## src/ufip_pkg.sv

```systemverilog
package ufip_pkg;
   // ********
   // sizes and codes
   // ********
   localparam int TX_DEPTH = 16; // tx store, holds merged capacity
   localparam int RX_DEPTH = 8;
   localparam int TX_W = 8;
   localparam int RX_W = 12;
   localparam int CNT_W = 5;
   localparam int DIV_W = 16;
   localparam logic [CNT_W-1:0] LIM_ONE = 5'h01; // holding-register mode
   localparam logic [CNT_W-1:0] LIM_STD = 5'h08;
   localparam logic [CNT_W-1:0] LIM_COMB = 5'h10; // merged tx fifo
   localparam logic [3:0] OS16_LAST = 4'hf; // last tick of a bit, 16x
   localparam logic [3:0] OS8_LAST = 4'h7;
   localparam logic [3:0] OS16_MID = 4'h7; // mid-bit sample point
   localparam logic [3:0] OS8_MID = 4'h3;
   localparam logic [3:0] IR_STD_TICKS = 4'h3; // 3-tick pulse, 3/16 bit at 16x, 3/8 bit at 8x
   localparam logic [2:0] WBIT_BASE = 3'h4; // index of bit 5
   localparam logic [1:0] WLEN_MAX = 2'h3;
   localparam logic [7:0] BYTE_MASK = 8'hff;

   // ********
   // timing
   // ********
   localparam int CLK_HZ = 40_000_000;
   localparam int CLK_NS = 25;
   localparam int BAUD_MAX_BPS = 3_000_000;
   localparam logic [DIV_W-1:0] DIV_MIN = DIV_W'(CLK_HZ / (8 * BAUD_MAX_BPS));
   localparam int IR_LP_NS = 1630; // low-power pulse width
   localparam logic [6:0] IR_LP_CYC = 7'((IR_LP_NS + CLK_NS - 1) / CLK_NS);
   localparam int RTO_BITS = 32; // idle bit times before time-out
   localparam logic [9:0] RTO16 = 10'(RTO_BITS * 16);
   localparam logic [9:0] RTO8 = 10'(RTO_BITS * 8);

   // ********
   // types
   // ********
   typedef enum logic [2:0] {PAR_NONE, PAR_EVEN, PAR_ODD, PAR_STICK1, PAR_STICK0} ufip_par_t;
   typedef enum logic [1:0] {LVL_QUARTER, LVL_HALF, LVL_3QUARTER} ufip_lvl_t;
   typedef enum logic [2:0] {SER_IDLE, SER_START, SER_DATA, SER_PAR, SER_STOP} ufip_ser_t;

   typedef struct packed {
      logic enable; // unit on
      logic os8; // 8x oversampling, else 16x
      logic [DIV_W-1:0] div; // core clocks per oversample tick
      logic [1:0] wlen; // 0..3 = 5..8 data bits
      ufip_par_t par;
      logic two_stop;
      logic fifo_en; // 0 = one-deep holding register
      logic fifo_comb; // merge into 16-deep tx fifo
      logic flow_en; // rts/cts handshake
      logic irda_en;
      logic irda_lp; // low-power pulse width
      ufip_lvl_t tx_lvl;
      ufip_lvl_t rx_lvl;
      logic send_brk;
   } ufip_cfg_t;

   typedef struct packed {
      logic rx_lvl;
      logic tx_lvl;
      logic rx_to;
      logic modem;
      logic frame;
      logic parity;
      logic brk;
      logic overrun;
      logic eot;
   } ufip_irq_t;

   typedef struct packed {
      logic ovr;
      logic brk;
      logic par;
      logic frm;
      logic [7:0] data;
   } ufip_rx_word_t;

   typedef struct packed {
      logic rx_single;
      logic rx_burst;
      logic tx_single;
      logic tx_burst;
   } ufip_dma_t;

   // ********
   // helpers
   // ********
   // usable capacity of a fifo under the current mode
   function automatic logic [CNT_W-1:0] fifo_lim(input ufip_cfg_t c, input logic is_tx);
      fifo_lim = !c.fifo_en ? LIM_ONE : (c.fifo_comb && is_tx) ? LIM_COMB : LIM_STD;
   endfunction : fifo_lim

   // fill threshold, never below one entry
   function automatic logic [CNT_W-1:0] lvl_thr(input logic [CNT_W-1:0] lim,
                                                input ufip_lvl_t l);
      logic [CNT_W-1:0] t;
      case (l)
         LVL_QUARTER: t = lim >> 2;
         LVL_HALF: t = lim >> 1;
         default: t = (lim >> 1) + (lim >> 2);
      endcase
      lvl_thr = (t == '0) ? LIM_ONE : t;
   endfunction : lvl_thr

   // parity over the active data bits
   function automatic logic par_bit(input logic [7:0] d, input logic [1:0] wlen,
                                    input ufip_par_t m);
      logic [7:0] v;
      v = d & (BYTE_MASK >> (WLEN_MAX - wlen));
      case (m)
         PAR_EVEN: par_bit = ^v;
         PAR_ODD: par_bit = ~^v;
         PAR_STICK1: par_bit = 1'b1;
         default: par_bit = 1'b0;
      endcase
   endfunction : par_bit
endpackage : ufip_pkg

```

## src/ufip_core.sv

```systemverilog
// Function
// serializer out, deserializer in
// programmable baud generator up to 3Mbps; DIV_MIN of 1 allows up to 5Mbps at 8x
// rx, tx, modem, error sources, each maskable
// one interrupt when any unmasked source set
// 8x8 tx fifo, 8x12 rx fifo
// merged 16x8 tx-only fifo mode
// programmable depth, one-deep holding mode
// quarter, half, three-quarter fill thresholds
// send break, detect received break
// five to eight data bits
// even, odd, stick or no parity
// one or two stop bits
// rx time-out, modem change, error interrupts
// fifo level and end-of-transmission interrupts
// rx dma single when data, burst at level
// tx dma single when space, burst at level
// cts pauses tx, rts withheld when full
// standard and low-power infrared encode/decode
// low start, lsb first, idle high
// break is low across a whole frame
`timescale 1ns/10ps
`default_nettype none
module ufip_core (
   input wire logic i_core_clk,
   input wire logic i_resetn,
   input wire ufip_pkg::ufip_cfg_t i_cfg,
   input wire logic i_tx_valid,
   input wire logic [7:0] i_tx_data,
   output logic o_tx_ready,
   output logic o_rx_valid,
   output var ufip_pkg::ufip_rx_word_t o_rx_word,
   input wire logic i_rx_ready,
   input wire ufip_pkg::ufip_irq_t i_irq_mask,
   input wire ufip_pkg::ufip_irq_t i_irq_clear,
   output var ufip_pkg::ufip_irq_t o_irq_status,
   output logic o_irq,
   output var ufip_pkg::ufip_dma_t o_dma,
   input wire logic i_rxd,
   input wire logic i_cts_n,
   output logic o_txd,
   output logic o_rts_n,
   output logic o_tx_busy
);
   // ********
   // block state
   // ********
   typedef struct packed {
      logic [ufip_pkg::DIV_W-1:0] baud_cnt; // tick divider
      logic tick; // oversample tick
      logic [2:0] rx_sync; // rx pin synchroniser
      logic rx_f; // filtered rx level
      logic [2:0] cts_sync; // cts pin synchroniser
      logic cts_f; // filtered cts_n level
      logic cts_prev; // for change detect
      ufip_pkg::ufip_ser_t tx_st;
      logic [3:0] tx_sub; // tick within bit
      logic [2:0] tx_bit; // data bit index
      logic [7:0] tx_sh; // outgoing shifter
      logic tx_par;
      logic tx_stop2; // second stop pending
      logic [6:0] tx_cyc; // clocks within bit
      logic txd;
      ufip_pkg::ufip_ser_t rx_st;
      logic [3:0] rx_sub;
      logic [2:0] rx_bit;
      logic [7:0] rx_sh; // incoming shifter
      logic rx_par; // sampled parity bit
      logic rx_brkwait; // line still low after break
      logic oe_pend; // overrun tag for next word
      logic [3:0] ir_cnt; // infrared pulse stretcher
      logic [9:0] rto; // idle tick count
      logic eot_prev;
      logic rts_n;
      ufip_pkg::ufip_irq_t irq; // sticky sources
   } ufip_core_t;

   ufip_core_t st;
   ufip_core_t nx;

   // ********
   // derived terms
   // ********
   logic [ufip_pkg::DIV_W-1:0] div_eff; // divisor, clamped
   logic [3:0] os_last; // last tick index
   logic [3:0] os_mid; // mid-bit tick index
   logic [2:0] wlast; // last data bit index
   logic [ufip_pkg::CNT_W-1:0] tx_lim;
   logic [ufip_pkg::CNT_W-1:0] rx_lim;
   logic [ufip_pkg::CNT_W-1:0] tx_thr;
   logic [ufip_pkg::CNT_W-1:0] rx_thr;
   logic [ufip_pkg::CNT_W-1:0] tx_cnt;
   logic [ufip_pkg::CNT_W-1:0] rx_cnt;
   logic [9:0] rto_lim;
   logic tx_valid_f; // tx fifo has a byte
   logic [7:0] tx_head; // tx fifo head byte
   logic tx_pop; // take head byte
   logic rx_push; // store received word
   logic rx_ready_f; // rx fifo has room
   logic rx_pop;
   logic [ufip_pkg::RX_W-1:0] rx_head; // rx fifo head
   ufip_pkg::ufip_rx_word_t rx_word; // word being stored
   ufip_pkg::ufip_irq_t set; // events this cycle
   logic tx_end; // last tick of tx bit
   logic rx_mid; // mid-bit sample
   logic rx_end; // full bit after mid
   logic rx_in; // decoded rx level
   logic tx_bitval; // line value of current bit
   logic ir_pulse; // infrared pulse window
   logic rx_go; // receiver allowed

   // divisor clamped to DIV_MIN, which rounds down to 1 clock per tick
   assign div_eff = (i_cfg.div < ufip_pkg::DIV_MIN) ? ufip_pkg::DIV_MIN : i_cfg.div;
   assign os_last = i_cfg.os8 ? ufip_pkg::OS8_LAST : ufip_pkg::OS16_LAST;
   assign os_mid = i_cfg.os8 ? ufip_pkg::OS8_MID : ufip_pkg::OS16_MID;
   // word length sets last bit
   assign wlast = {1'b0, i_cfg.wlen} + ufip_pkg::WBIT_BASE;
   // capacity follows fifo mode
   assign tx_lim = ufip_pkg::fifo_lim(i_cfg, 1'b1);
   assign rx_lim = ufip_pkg::fifo_lim(i_cfg, 1'b0);
   // selectable fill thresholds
   assign tx_thr = ufip_pkg::lvl_thr(tx_lim, i_cfg.tx_lvl);
   assign rx_thr = ufip_pkg::lvl_thr(rx_lim, i_cfg.rx_lvl);
   assign rto_lim = i_cfg.os8 ? ufip_pkg::RTO8 : ufip_pkg::RTO16;
   assign tx_end = st.tick && (st.tx_sub == os_last);
   assign rx_mid = st.tick && (st.rx_sub == os_mid);
   assign rx_end = st.tick && (st.rx_sub == os_last);
   // merged mode is output only
   assign rx_go = i_cfg.enable && !i_cfg.fifo_comb;
   assign rx_pop = o_rx_valid && i_rx_ready;
   assign o_rx_word = ufip_pkg::ufip_rx_word_t'(rx_head);

   // stretched pulse decodes as low bit
   assign rx_in = i_cfg.irda_en ? (st.rx_f && (st.ir_cnt == '0)) : st.rx_f;

   // start low, data lsb first, stop high
   assign tx_bitval = (st.tx_st == ufip_pkg::SER_START) ? 1'b0 :
                      (st.tx_st == ufip_pkg::SER_DATA) ? st.tx_sh[0] :
                      (st.tx_st == ufip_pkg::SER_PAR) ? st.tx_par : 1'b1;

   // pulse width, 3 ticks (3/16 bit at 16x, 3/8 at 8x) or fixed short
   assign ir_pulse = i_cfg.irda_lp ? (st.tx_cyc < ufip_pkg::IR_LP_CYC) :
                     (st.tx_sub < ufip_pkg::IR_STD_TICKS);

   // ********
   // fifos
   // ********
   // transmit store, R6 merged capacity
   ufip_fifo #(.W(ufip_pkg::TX_W), .D(ufip_pkg::TX_DEPTH)) u_tx_fifo (
      .i_core_clk(i_core_clk),
      .i_resetn(i_resetn),
      .i_lim(tx_lim),
      .i_push_valid(i_tx_valid),
      .i_push_data(i_tx_data),
      .o_push_ready(o_tx_ready),
      .o_pop_valid(tx_valid_f),
      .o_pop_data(tx_head),
      .i_pop_ready(tx_pop),
      .o_count(tx_cnt)
   );

   // receive store with status bits
   ufip_fifo #(.W(ufip_pkg::RX_W), .D(ufip_pkg::RX_DEPTH)) u_rx_fifo (
      .i_core_clk(i_core_clk),
      .i_resetn(i_resetn),
      .i_lim(rx_lim),
      .i_push_valid(rx_push),
      .i_push_data(rx_word),
      .o_push_ready(rx_ready_f),
      .o_pop_valid(o_rx_valid),
      .o_pop_data(rx_head),
      .i_pop_ready(rx_pop),
      .o_count(rx_cnt)
   );

   // ********
   // next state
   // ********
   always_comb begin
      nx = st;
      tx_pop = 1'b0;
      rx_push = 1'b0;
      rx_word = '0;
      set = '0;
      // oversample tick from divider
      if (st.baud_cnt == '0) begin
         nx.baud_cnt = div_eff - 1'b1;
         nx.tick = i_cfg.enable;
      end else begin
         nx.baud_cnt = st.baud_cnt - 1'b1;
         nx.tick = 1'b0;
      end
      // pin synchronisers, change once stages 2 and 3 agree
      nx.rx_sync = {st.rx_sync[1:0], i_rxd};
      nx.cts_sync = {st.cts_sync[1:0], i_cts_n};
      if (st.rx_sync[1] == st.rx_sync[2]) begin
         nx.rx_f = st.rx_sync[2];
      end
      if (st.cts_sync[1] == st.cts_sync[2]) begin
         nx.cts_f = st.cts_sync[2];
      end
      nx.cts_prev = st.cts_f;
      // modem status change
      set.modem = st.cts_f ^ st.cts_prev;
      // infrared stretcher, reloaded while pulse low
      if (!st.rx_f) begin
         nx.ir_cnt = os_last;
      end else if (st.tick && (st.ir_cnt != '0)) begin
         nx.ir_cnt = st.ir_cnt - 1'b1;
      end

      // ********
      // transmitter
      // ********
      if (st.tick) begin
         nx.tx_sub = tx_end ? '0 : st.tx_sub + 1'b1;
      end
      if (tx_end) begin
         nx.tx_cyc = '0;
      end else if (st.tx_cyc != '1) begin
         nx.tx_cyc = st.tx_cyc + 1'b1;
      end
      unique case (st.tx_st)
         ufip_pkg::SER_IDLE: begin
            // hold off while cts withheld
            if (tx_valid_f && i_cfg.enable && !i_cfg.send_brk &&
                !(i_cfg.flow_en && st.cts_f)) begin
               tx_pop = 1'b1;
               nx.tx_sh = tx_head;
               // parity generated at load
               nx.tx_par = ufip_pkg::par_bit(tx_head, i_cfg.wlen, i_cfg.par);
               nx.tx_st = ufip_pkg::SER_START;
               nx.tx_sub = '0;
               nx.tx_cyc = '0;
            end
         end
         ufip_pkg::SER_START: begin
            if (tx_end) begin
               nx.tx_st = ufip_pkg::SER_DATA;
               nx.tx_bit = '0;
            end
         end
         ufip_pkg::SER_DATA: begin
            // shift out lsb first
            if (tx_end) begin
               nx.tx_sh = st.tx_sh >> 1;
               nx.tx_bit = st.tx_bit + 1'b1;
               // stop after chosen length
               if (st.tx_bit == wlast) begin
                  nx.tx_st = (i_cfg.par == ufip_pkg::PAR_NONE) ?
                             ufip_pkg::SER_STOP : ufip_pkg::SER_PAR;
                  // second stop bit
                  nx.tx_stop2 = i_cfg.two_stop;
               end
            end
         end
         ufip_pkg::SER_PAR: begin
            if (tx_end) begin
               nx.tx_st = ufip_pkg::SER_STOP;
            end
         end
         ufip_pkg::SER_STOP: begin
            // one or two stop periods
            if (tx_end) begin
               if (st.tx_stop2) begin
                  nx.tx_stop2 = 1'b0;
               end else begin
                  nx.tx_st = ufip_pkg::SER_IDLE;
               end
            end
         end
      endcase
      // break forces line low
      nx.txd = !i_cfg.send_brk &&
               (i_cfg.irda_en ? (tx_bitval || !ir_pulse) : tx_bitval);

      // ********
      // receiver
      // ********
      if (st.tick) begin
         nx.rx_sub = rx_end ? '0 : st.rx_sub + 1'b1;
      end
      unique case (st.rx_st)
         ufip_pkg::SER_IDLE: begin
            nx.rx_sub = '0;
            // wait for line release after break
            if (st.rx_brkwait) begin
               nx.rx_brkwait = !rx_in;
            end else if (rx_go && !rx_in) begin
               nx.rx_st = ufip_pkg::SER_START;
               nx.rx_par = 1'b0;
            end
         end
         ufip_pkg::SER_START: begin
            // start must still be low mid-bit
            if (rx_mid) begin
               nx.rx_sub = '0;
               nx.rx_bit = '0;
               nx.rx_st = rx_in ? ufip_pkg::SER_IDLE : ufip_pkg::SER_DATA;
            end
         end
         ufip_pkg::SER_DATA: begin
            // assemble bits lsb first
            if (rx_end) begin
               nx.rx_sh = {rx_in, st.rx_sh[7:1]};
               nx.rx_bit = st.rx_bit + 1'b1;
               if (st.rx_bit == wlast) begin
                  nx.rx_st = (i_cfg.par == ufip_pkg::PAR_NONE) ?
                             ufip_pkg::SER_STOP : ufip_pkg::SER_PAR;
               end
            end
         end
         ufip_pkg::SER_PAR: begin
            if (rx_end) begin
               nx.rx_par = rx_in;
               nx.rx_st = ufip_pkg::SER_STOP;
            end
         end
         ufip_pkg::SER_STOP: begin
            if (rx_end) begin
               nx.rx_st = ufip_pkg::SER_IDLE;
               rx_word.data = st.rx_sh >> (ufip_pkg::WLEN_MAX - i_cfg.wlen);
               // per-character error flags
               rx_word.frm = !rx_in;
               // parity check
               rx_word.par = (i_cfg.par != ufip_pkg::PAR_NONE) &&
                  (st.rx_par != ufip_pkg::par_bit(rx_word.data, i_cfg.wlen, i_cfg.par));
               // all low through stop is a break
               rx_word.brk = !rx_in && (rx_word.data == '0) && !st.rx_par;
               rx_word.ovr = st.oe_pend;
               rx_push = 1'b1;
               nx.rx_brkwait = rx_word.brk;
               set.frame = rx_word.frm;
               set.parity = rx_word.par;
               set.brk = rx_word.brk;
               // full fifo drops word, tags next
               if (rx_ready_f) begin
                  nx.oe_pend = 1'b0;
               end else begin
                  nx.oe_pend = 1'b1;
                  set.overrun = 1'b1;
               end
            end
         end
      endcase

      // ********
      // events
      // ********
      // time-out after idle with data waiting
      if ((rx_cnt == '0) || rx_push || rx_pop) begin
         nx.rto = '0;
      end else if (st.tick && (st.rto != rto_lim)) begin
         nx.rto = st.rto + 1'b1;
      end
      set.rx_to = (st.rto == rto_lim);
      // fifo level events
      set.rx_lvl = (rx_cnt >= rx_thr);
      set.tx_lvl = (tx_cnt <= tx_thr);
      // end of transmission on going idle
      nx.eot_prev = (st.tx_st == ufip_pkg::SER_IDLE) && (tx_cnt == '0);
      set.eot = nx.eot_prev && !st.eot_prev;
      // sticky, set wins over clear
      nx.irq = ufip_pkg::ufip_irq_t'((st.irq & ~i_irq_clear) | set);
      // withhold rts when rx store full
      nx.rts_n = i_cfg.flow_en ? (rx_cnt >= rx_lim) : 1'b0;
   end

   // ********
   // state register
   // ********
   always_ff @(posedge i_core_clk or negedge i_resetn) begin
      if (!i_resetn) begin
         st <= '0;
         st.rx_sync <= '1;
         st.rx_f <= 1'b1;
         st.cts_sync <= '1;
         st.cts_f <= 1'b1;
         st.cts_prev <= 1'b1;
         st.txd <= 1'b1;
         st.eot_prev <= 1'b1;
         st.rts_n <= 1'b1;
      end else begin
         st <= nx;
      end
   end

   // ********
   // outputs
   // ********
   assign o_txd = st.txd;
   assign o_rts_n = st.rts_n;
   assign o_irq_status = st.irq;
   assign o_tx_busy = st.tx_st != ufip_pkg::SER_IDLE;
   // one combined interrupt
   assign o_irq = |(st.irq & i_irq_mask);
   // receive dma requests
   assign o_dma.rx_single = rx_cnt != '0;
   assign o_dma.rx_burst = rx_cnt >= rx_thr;
   // transmit dma requests
   assign o_dma.tx_single = o_tx_ready;
   assign o_dma.tx_burst = tx_cnt <= tx_thr;
endmodule : ufip_core
`default_nettype wire

```

## src/ufip_fifo.sv

```systemverilog
`timescale 1ns/10ps
`default_nettype none
module ufip_fifo #(
   parameter int W = 8,
   parameter int D = 8
) (
   input wire logic i_core_clk,
   input wire logic i_resetn,
   input wire logic [ufip_pkg::CNT_W-1:0] i_lim,
   input wire logic i_push_valid,
   input wire logic [W-1:0] i_push_data,
   output logic o_push_ready,
   output logic o_pop_valid,
   output logic [W-1:0] o_pop_data,
   input wire logic i_pop_ready,
   output logic [ufip_pkg::CNT_W-1:0] o_count
);
   localparam int AW = $clog2(D);

   // ********
   // storage state
   // ********
   typedef struct packed {
      logic [D-1:0][W-1:0] mem; // entry array
      logic [AW-1:0] wp; // write pointer
      logic [AW-1:0] rp; // read pointer
      logic [ufip_pkg::CNT_W-1:0] cnt; // fill level
   } ufip_fifo_t;

   ufip_fifo_t st_reg;
   ufip_fifo_t st_next;
   logic push;
   logic pop;

   // full at the programmed capacity, not the store size
   assign o_push_ready = st_reg.cnt < i_lim;
   assign o_pop_valid = st_reg.cnt != '0;
   assign o_pop_data = st_reg.mem[st_reg.rp];
   assign o_count = st_reg.cnt;
   assign push = i_push_valid && o_push_ready;
   assign pop = o_pop_valid && i_pop_ready;

   // next pointers and level
   always_comb begin
      st_next = st_reg;
      if (push) begin
         st_next.mem[st_reg.wp] = i_push_data;
         st_next.wp = st_reg.wp + 1'b1;
      end
      if (pop) begin
         st_next.rp = st_reg.rp + 1'b1;
      end
      if (push && !pop) begin
         st_next.cnt = st_reg.cnt + 1'b1;
      end else if (pop && !push) begin
         st_next.cnt = st_reg.cnt - 1'b1;
      end
   end

   // state register
   always_ff @(posedge i_core_clk or negedge i_resetn) begin
      if (!i_resetn) begin
         st_reg <= '0;
      end else begin
         st_reg <= st_next;
      end
   end
endmodule : ufip_fifo
`default_nettype wire

```

## config.mk

```make
export PLATFORM = sky130hd
export DESIGN_NAME = ufip_core
export DESIGN_NICKNAME = d
export VERILOG_FILES = /design/src/ufip_pkg.sv /design/src/ufip_core.sv /design/src/ufip_fifo.sv
export SDC_FILE = /design/constraint.sdc
export NUM_CORES = 1
export LEC_CHECK = 0
export BUFFER_PORTS_ARGS = -buffer_cell sky130_fd_sc_hd__buf_2
export CORE_MARGIN = 10
export CORE_UTILIZATION = 40
export DETAILED_ROUTE_END_ITERATION = 16
export GPL_ROUTABILITY_DRIVEN = 0
export SKIP_CTS_REPAIR_TIMING = 1
export SLEW_MARGIN = 10
export SYNTH_ARGS = -nofsm -noshare
export SYNTH_HDL_FRONTEND = slang
export SYNTH_SLANG_ARGS = --single-unit
```

## constraint.sdc

```tcl
create_clock -name i_core_clk -period 8.4 [get_ports i_core_clk]
set_input_delay 1.26 -clock i_core_clk [delete_from_list [all_inputs] [get_ports i_core_clk]]
set_output_delay 1.26 -clock i_core_clk [all_outputs]
set_load 0.03 [all_outputs]
```

==> results of run 1 <==
==> layout make-up <==
cell class	count	share of cell area (%)
inverters	44	0.835
well taps	585	3.70
repair buffers	110	3.01
multi-input cells	993	41.3
diodes	1	0.0126
flip-flops and latches	348	44.1
clock buffers	60	5.90
clock inverters	14	1.16
==> metrics by stage <==
step | hold slack, ns | instance area [um2]
after global routing | 0.363 | 19800
final | 0.355 | 19800
after detailed placement | 0.348 | 18400
after global placement | 0.347 | 18400
after floorplan | 0.345 | 17400
after CTS | 0.356 | 19800
==> Yosys cell counts (4+ instances only) <==
cell type and n:
a21boi_0 4, a21o_1 9, a21oi_1 31, a22o_1 9, a22oi_1 12, a31oi_1 6
and2_1 5, and3_1 11, and4_1 4, buf_1 4, buf_2 8, buf_4 12
clkbuf_1 53, dfrtp_1 336, dfstp_2 12, ha_1 40, inv_1 42, mux2_2 206
mux2i_1 16, mux4_1 6, mux4_2 52, nand2_1 168, nand2b_1 11, nand3_1 20
nand3b_1 7, nand4_1 12, nand4b_1 6, nor2_1 89, nor2b_1 9, nor3_1 19
nor3_2 5, nor4_1 8, o211ai_1 4, o21a_1 4, o21ai_0 83, o22ai_1 5
o31ai_1 7, or2_2 6, or3_1 5, xnor2_1 37, xor2_1 26
==> routing by layer <==
layer	part of all wire, %	up-vias
met5	0	-
met3	5.1	55
li1	-	5410
met2	47	230
met1	46	5907
met4	1.7	0
==> cells by family after synthesis <==
group / after synthesis / share of synthesized area (%)
AND/OR/NAND/NOR: 400 / 10.9
XOR/XNOR: 64 / 3.30
adder cells (fa/ha/maj): 44 / 3.21
flip-flops: 348 / 50.0
AO/OA/AOI/OAI: 204 / 7.44
multiplexers: 281 / 21.9
buffers and inverters: 125 / 3.23
==> where the power goes <==
part / internal, mW / switching, mW / total, mW
registers: 2.02 / 0.240 / 2.26
logic: 0.760 / 0.714 / 1.47
clock network: 1.10 / 0.734 / 1.83
total: 3.87 / 1.69 / 5.56
==> path summary, 6_finish.rpt <==
kind                       slack, ns  startpoint  cells past startpoint                   end
max                             3.74    i_cfg[8]                     13              o_dma[0]
min                             0.35      nx[77]                      0                nx[78]
max reg2reg                     4.18      st[93]                     11                st[94]
min reg2reg                     0.35      nx[77]                      0                nx[78]
max in group asynchronous       6.18    i_resetn                      2  u_tx_fifo.st_reg[39]
min in group asynchronous       0.66    i_resetn                      1                st[15]
==> results by group, run 1 <==
Timing
  – Tcrit/Tclk final: 55.5%
  – RSZ-0062 raised after global routing: false
  – Max-slew violations: 0
  – Actual slew at the worst max-slew pin: between 1 and 1.5 ns
  – Final worst slack: approximately 3.7 ns
  – Clock skew: 0.0255 ns
  – Period minus WS final: 4.66 ns
  – Final setup fails: 0
  – Max Fclk: roughly 210 MHz
  – Rel. slew slack: between 15 and 20%
  – Final hold vios: 0
  – Final TNS setup: 0 ns

Global routing
  – Grt total ovfl: 0
  – Total GRT Usage: ~16%
  – Vias in the first global route: 12000
  – First-pass GRT wire length: 67100 um
  – Met1 Use GR: a little over a fifth
  – Most Used Layer, Global Route: met2
  – Pin count of the biggest net entering global routing: 88
  – Initial antenna violation count: 1
  – Met2 Track Usage GR: 25.1%
  – Met3 usage: under 10%

Synthesis
  – Post-Syn Nets: roughly 1600
  – Area contributors post-synth: dfrtp_1, mux2_2, mux4_2
  – Mean Syn Cell Area: ~12 um2
  – Top cell type's share of synthesized area: between 40% and 50%
  – Yosys warns: 0
  – Ys flop type: dfrtp_1
  – Synth Instances: around 1500
  – Synth async-reset ratio: 100%
  – Top cell type by total area after synthesis: dfrtp_1
  – Sequential share of the synthesized area: approximately 50%
  – Number of flops mapped to enable cells by yosys: 0
  – Synth unique cells: approximately 80
  – Register bit total from synthesis: roughly 350
  – Post-Syn Area: roughly 0.017 mm2

Critical path
  – WP buf/inv: 3
  – Critical-path cell list: buf_2, nand2b_1, ha_1, a21oi_1, nand2_1, ha_1, nor2b_1, o21a_1, o21a_1, o21ai_0, inv_1, o22ai_1, buf_2
  – CP max-delay cell: ha_1
  – WP data arrival: 3.40 ns
  – Critical path type: primary input to primary output
  – Crit-path max cell delay: between 0.2 and 0.3 ns
  – Crit end category: primary output
  – Crit path launch type: primary input
  – Worst-path maximum fanout: 4
  – CP delay by family, top: compound AO/OA/AOI/OAI gates
  – Worst EP required: 7.14 ns

Clock network
  – CTS sink cnt: between 300 and 400
  – Root buffer cell: clkbuf_16
  – Clock Path Buffers: 3
  – TritonCTS buffer count: 41
  – Clk_lat worst skew: 0.59 ns
  – TritonCTS clock tree: yes
  – Htree depth: 2
  – Clock-pin slew on the worst setup and hold paths: 0.05 ns

Place
  – Placed insts: approximately 2100
  – DP Worst Slack: roughly 3.8 ns
  – Post-DP HPWL: 27100 um
  – Quantity of I/O buffers inserted on ports: 96

Drt
  – DRC violation total after the first TritonRoute iteration: 781
  – Detailed Routing Iterations Pass 1: 5
  – Post-route ant nets: 0
  – DR WL/cell: 19.0 um
  – Final wirelength: roughly 41000 um
  – Via count: 11600
  – # DRC: 0
  – Drt via density: 5.38

Floorplanning
  – Die area: about 0.052 mm2
  – Num ports: 97
  – Core area: approximately 0.043 mm2
  – Initial Util: ~41%
  – Die W: 229 um
  – Rows: 76
  – Die Ht: ~230 um

Hold path
  – Hold Crit Class: register to register

Final layout
  – Area of the multi-input gates: 0.00817 mm2
  – Finished Core Util: between 40% and 50%
  – Number of flip-flops in the largest register: ~140
  – Fill cells: between 3000 and 4000
  – Non-filler cells in the finished layout: about 2200
  – Most frequent cells in the layout: dfrtp_1, mux2_2, nand2_1
  – Nets@finish: 1646
  – Seq. cell area: roughly 0.0087 mm2
  – Commonest non-fill, non-tap cell in the layout: dfrtp_1
  – Share of layout cells above drive strength 1: between 20% and 30%
  – Area added between synthesis and finish: 13.4%

Job
  – Max cap viols: 0

Power
  – Power, Total: roughly 5.6 mW
  – Pwr Density: 281 mW/mm2
  – IR drop worst, VDD: around 0.16 mV
  – LEAKAGE: approximately 9 nW

Run status
  – Status: finished clean
Note: power is estimated with default switching activity, not from simulation.
==> run 2, diff against run 1 <==
Clock period 8.4 ns to 4.72 ns, I/O delays scaled along.
==> results by group, run 2 (synthesis results as in run 1) <==
Global routing
  – Vias in the first global route: ~12000
  – Pin count of the biggest net entering global routing: ~110
  – Initial antenna violation count: 0
  – First-pass GRT wire length: 66000 um
  – Total GRT Usage: roughly 15%
  – Grt total ovfl: 0

Floorplanning
  – Initial Util: a little over 40%
  – Die area: 0.0524 mm2
  – Rows: 76
  – Die Ht: approximately 230 um
  – Die W: 229 um
  – Core area: 0.0431 mm2
  – Num ports: 97

Critical path
  – Worst EP required: 5.16 ns
  – Worst R2R Setup Slack: between 0.9 and 1 ns
  – Crit end category: register
  – R2R depth: 11
  – Worst-path maximum fanout: 11
  – Worst setup endpoint: st[94]
  – CP max-delay cell: nor4_1
  – Crit path launch type: register
  – WP data arrival: 4.21 ns
  – Critical-path cell list: nor4_1, nor2b_1, and4_1, and2_1, inv_1, o21ai_0, ha_1, and4_1, nor3b_1, mux2_2, o21a_1
  – Worst r2r dst: st[94]
  – Critical Path Start: st[93]
  – Critical path type: register to register
  – CP dominant cell by count: and4_1
  – R2r startpoint: st[93]
  – Crit-path max cell delay: 0.46 ns

Place
  – DP Worst Slack: 1.00 ns
  – Quantity of I/O buffers inserted on ports: between 90 and 100
  – Post-DP HPWL: between 20000 and 30000 um

Power
  – LEAKAGE: ~9.1 nW
  – Pwr Density: between 400 and 500 mW/mm2
  – IR drop worst, VDD: approximately 0.26 mV
  – Power, Total: between 9 and 10 mW

Drt
  – DRC violation total after the first TritonRoute iteration: about 650
  – Final wirelength: 40800 um
  – Detailed Routing Iterations Pass 1: 5
  – Via count: approximately 12000
  – DR WL/cell: between 15 and 20 um
  – Post-route ant nets: 0
  – Drt via density: approximately 5.4
  – # DRC: 0

Clock network
  – Htree depth: 2
  – TritonCTS clock tree: yes
  – TritonCTS buffer count: a little over 40
  – CTS sink cnt: between 300 and 400
  – Clock-pin slew on the worst setup and hold paths: 0.05 ns
  – Root buffer cell: clkbuf_16
  – Clock Path Buffers: 3
  – Clk_lat worst skew: ~0.56 ns

Timing
  – Max Fclk: 265 MHz
  – Final setup fails: 0
  – Final hold vios: 0
  – RSZ-0062 raised after global routing: false
  – Clock skew: 0.0151 ns
  – Max-slew violations: 0
  – Final TNS setup: 0 ns
  – Worst hold slack: a little under 0.2 ns
  – Rel. slew slack: between 30 and 40%
  – Final worst slack: ~0.95 ns
  – Actual slew at the worst max-slew pin: between 1 and 1.5 ns
  – Period minus WS final: around 3.8 ns
  – Tcrit/Tclk final: between 70% and 80%

Final layout
  – Number of flip-flops in the largest register: ~140
  – Commonest non-fill, non-tap cell in the layout: dfrtp_1
  – Fill cells: a little under 4000
  – Antenna cells: 0
  – Share of layout cells above drive strength 1: a little under a third
  – Area added between synthesis and finish: 14.0%
  – Most frequent cells in the layout: dfrtp_1, mux2_2, nand2_1
  – Nets@finish: approximately 1700

Run status
  – Status: finished clean

Hold path
  – Hold Crit Class: primary input to async pin

Job
  – Max cap viols: 0
## run 2: worst min path at each step
| stage | end | slack, ns | depth (start not counted) |
|---|---|---|---|
| detailed placement | nx[78] | 0.35 | 0 |
| CTS | nx[81] | 0.21 | 1 |
| finish | st[15] | 0.19 | 1 |
| global route | nx[81] | 0.23 | 1 |
| global placement | nx[82] | 0.35 | 0 |
| floorplan | nx[78] | 0.35 | 0 |
## run 2: critical path, delay by kind of cell, from the launching register on
kind | cells | cell delay (ns)
AND/OR/NAND/NOR | 6 | 2.08
AO/OA/AOI/OAI | 2 | 0.41
flip-flops | 1 | 0.41
multiplexers | 1 | 0.38
adder cells (fa/ha/maj) | 1 | 0.25
buffers and inverters | 1 | 0.13
## run 2: per-layer routing
| layer | routed length (um) | global-route usage (%) | vias up | part of all wire (%) |
|---|---|---|---|---|
| li1 | - | - | 5448 | - |
| met1 | 19100 | 20.9 | 5913 | 47 |
| met2 | 18900 | 24.7 | 235 | 46 |
| met3 | 1910 | 2.95 | 60 | 4.7 |
| met4 | 867 | 4.68 | 0 | 2.1 |
| met5 | 0 | 0 | - | 0 |
## run 2: stage by stage
| stage | cell area (um2) | std cells | util [%] |
|---|---|---|---|
| 3_3_place_gp | 18600 | 2102 | 43.1 |
| 3_5_place_dp | 18600 | 2102 | 43.1 |
| 5_1_grt | 19900 | 2174 | 46.2 |
| 4_1_cts | 19900 | 2174 | 46.2 |
| 2_1_floorplan | 17400 | 1466 | - |
| 6_report | 19900 | 2174 | 46.2 |
## run 2: final cells by class
cell class	count	area, um2	share of cell area [%]
multi-input combinational	993	8170	41.1
tap	585	732	3.68
timing repair buffer	132	773	3.89
inverter	44	165	0.831
sequential	348	8720	43.9
clock inverter	11	101	0.510
clock buffer	61	1210	6.10
## run 2: power by group
part	internal (mW)	switching (mW)
Combinational	1.37	1.20
Clock	1.83	1.26
Sequential	3.59	0.511
==> run 3, diff against run 2 <==
Settings changed: ABC_AREA set to 1.
Clock period 4.72 ns to 3.9 ns, I/O delays scaled along.
==> results by group, run 3 <==
Critical path
  – Crit end category: primary output
  – Worst R2R Setup Slack: approximately 0.85 ns
  – WP data arrival: ~2.7 ns
  – Worst-path maximum fanout: 4
  – Critical-path cell list: buf_2, inv_1, nor2_1, inv_1, ha_1, nand2_1, o21ai_0, o21ai_0, ha_1, a21oi_1, nor2_1, o32ai_1, buf_2
  – Critical path type: primary input to primary output
  – R2R depth: 14
  – Worst EP required: around 3.3 ns
  – Crit path launch type: primary input
  – Crit-path max cell delay: ~0.3 ns
  – CP max-delay cell: ha_1

Clock network
  – Htree depth: 2
  – Clock Path Buffers: 3
  – Clock-pin slew on the worst setup and hold paths: roughly 0.06 ns
  – Root buffer cell: clkbuf_16
  – TritonCTS buffer count: 41
  – CTS sink cnt: 348
  – TritonCTS clock tree: yes
  – Clk_lat worst skew: ~0.58 ns

Timing
  – Max-slew violations: 0
  – Tcrit/Tclk final: a little over four fifths
  – Rel. slew slack: ~41%
  – Actual slew at the worst max-slew pin: between 0.8 and 0.9 ns
  – Final setup fails: 0
  – Clock skew: ~0.03 ns
  – RSZ-0062 raised after global routing: false
  – Final hold vios: 0
  – Max Fclk: about 300 MHz
  – Period minus WS final: about 3.3 ns
  – Final TNS setup: 0 ns

Synthesis
  – Top-count cell post-synth: nand2_1
  – Synth unique cells: between 50 and 60
  – Yosys warns: 0
  – Post-Syn Area: about 0.018 mm2
  – Sequential share of the synthesized area: 49.1%
  – Post-Syn Nets: ~2300
  – Register bit total from synthesis: about 350
  – Ys flop type: dfrtp_1
  – Top cell type by total area after synthesis: dfrtp_1
  – Number of flops mapped to enable cells by yosys: 0
  – Synth async-reset ratio: between 90% and 100%
  – Top cell type's share of synthesized area: around 47%
  – Synth Instances: ~2200
  – Area contributors post-synth: dfrtp_1, nand2_1, o21ai_0
  – Mean Syn Cell Area: roughly 8 um2
  – Top cell types by occurrence after synthesis: nand2_1, dfrtp_1, o21ai_0

Floorplanning
  – Die Ht: 231 um
  – Die W: 231 um
  – Core area: 0.0440 mm2
  – Num ports: 97
  – Rows: 77
  – Die area: approximately 0.053 mm2
  – Initial Util: about two fifths

Place
  – Quantity of I/O buffers inserted on ports: between 90 and 100
  – Post-DP HPWL: ~31000 um

Final layout
  – Most frequent cells in the layout: nand2_1, dfrtp_1, o21ai_0
  – Area added between synthesis and finish: 12.2%
  – Commonest non-fill, non-tap cell in the layout: nand2_1
  – Share of layout cells above drive strength 1: roughly a tenth
  – Finished Core Util: between 40% and 50%
  – Nets@finish: 2402
  – Number of flip-flops in the largest register: approximately 140

Drt
  – DRC violation total after the first TritonRoute iteration: approximately 1200
  – Via count: roughly 15000
  – Post-route ant nets: 0
  – Drt via density: 5.10
  – # DRC: 0
  – Detailed Routing Iterations Pass 1: 5
  – Final wirelength: approximately 47000 um
  – DR WL/cell: approximately 16 um

Power
  – IR drop worst, VDD: 0.281 mV
  – Int Pwr: between 7 and 8 mW
  – NetSw: 3.32 mW
  – Part of the power in the clock network: 35.0%
  – Comb power frac: approximately 20%
  – LEAKAGE: ~9.6 nW
  – Reg power frac: 44.7%
  – Pwr Density: ~530 mW/mm2
  – Sw Share: about a third
  – Power, Total: ~10 mW

Global routing
  – Initial antenna violation count: 5
  – Pin count of the biggest net entering global routing: around 140
  – First-pass GRT wire length: between 70000 and 80000 um
  – Grt total ovfl: 0
  – Vias in the first global route: roughly 15000
  – Total GRT Usage: around 18%

Job
  – Max cap viols: 0

Hold path
  – Hold Crit Class: primary input to async pin

Run status
  – Status: finished clean
## run 3: worst paths after layout
| kind | startpoint | endpoint |
|---|---|---|
| min reg2reg | nx[77] | nx[78] |
| max in group asynchronous | i_resetn | u_tx_fifo.st_reg[20] |
| max reg2reg | u_tx_fifo.o_count[1] | u_tx_fifo.o_count[4] |
| max | i_cfg[9] | o_dma[0] |
| min in group i_core_clk | i_rxd | nx[81] |
| min | i_resetn | o_irq_status[7] |
## run 3: kinds of logic (layout without fill, tap and decap cells)
kind of cell	Yosys count	count (layout)	synth area share, %
xor+xnor	36	36	1.77
compound gates	459	459	14.0
fa+ha+maj	44	44	3.15
flops	348	348	49.1
simple gates	1003	1003	23.8
buf+inv	350	433	8.17
other cells	0	3	0
## run 3: final cells by class
cell class                 instances  area, um2
clock inverter                     9       73.8
antenna                            3       7.51
multi-input combinational       1542       7600
clock buffer                      63       1200
tap                              592        741
inverter                         244        922
fill                            4376      24100
timing repair buffer             117        673
sequential                       348       8720
## run 3: critical path, delay by kind of cell
kind | cells | cell delay (ns)
buffers and inverters | 4 | 0.57
AO/OA/AOI/OAI | 4 | 0.64
adder cells (fa/ha/maj) | 2 | 0.57
AND/OR/NAND/NOR | 3 | 0.30
## run 3: per-stage QoR
step,worst slack [ns],std cells,hold WS [ns],area [um2]
floorplan,0.342,2240,0.289,17800
global placement,0.566,2843,0.347,18700
detailed placement,0.504,2843,0.347,18700
finish,0.639,2918,0.0922,19900
CTS,0.662,2915,0.0836,19900
global route,0.387,2918,0.0944,19900
## run 3: power groups by stage
stage,sequential [mW],clock [mW],combinational [mW]
after floorplan,4.59,0,1.66
after global placement,4.72,0,2.05
after detailed placement,4.74,0,2.13
after CTS,4.68,3.76,2.14
after global routing,4.77,3.89,2.50
final,4.69,3.67,2.12
## run 3: layer usage
layer / vias up / track usage, % / share of wire [%]
met4: 4 / 5.02 / 2.0
met3: 73 / 3.79 / 5.6
met5: - / 0 / 0.064
met1: 7107 / 23.5 / 47
met2: 354 / 28.0 / 46
li1: 7342 / - / -
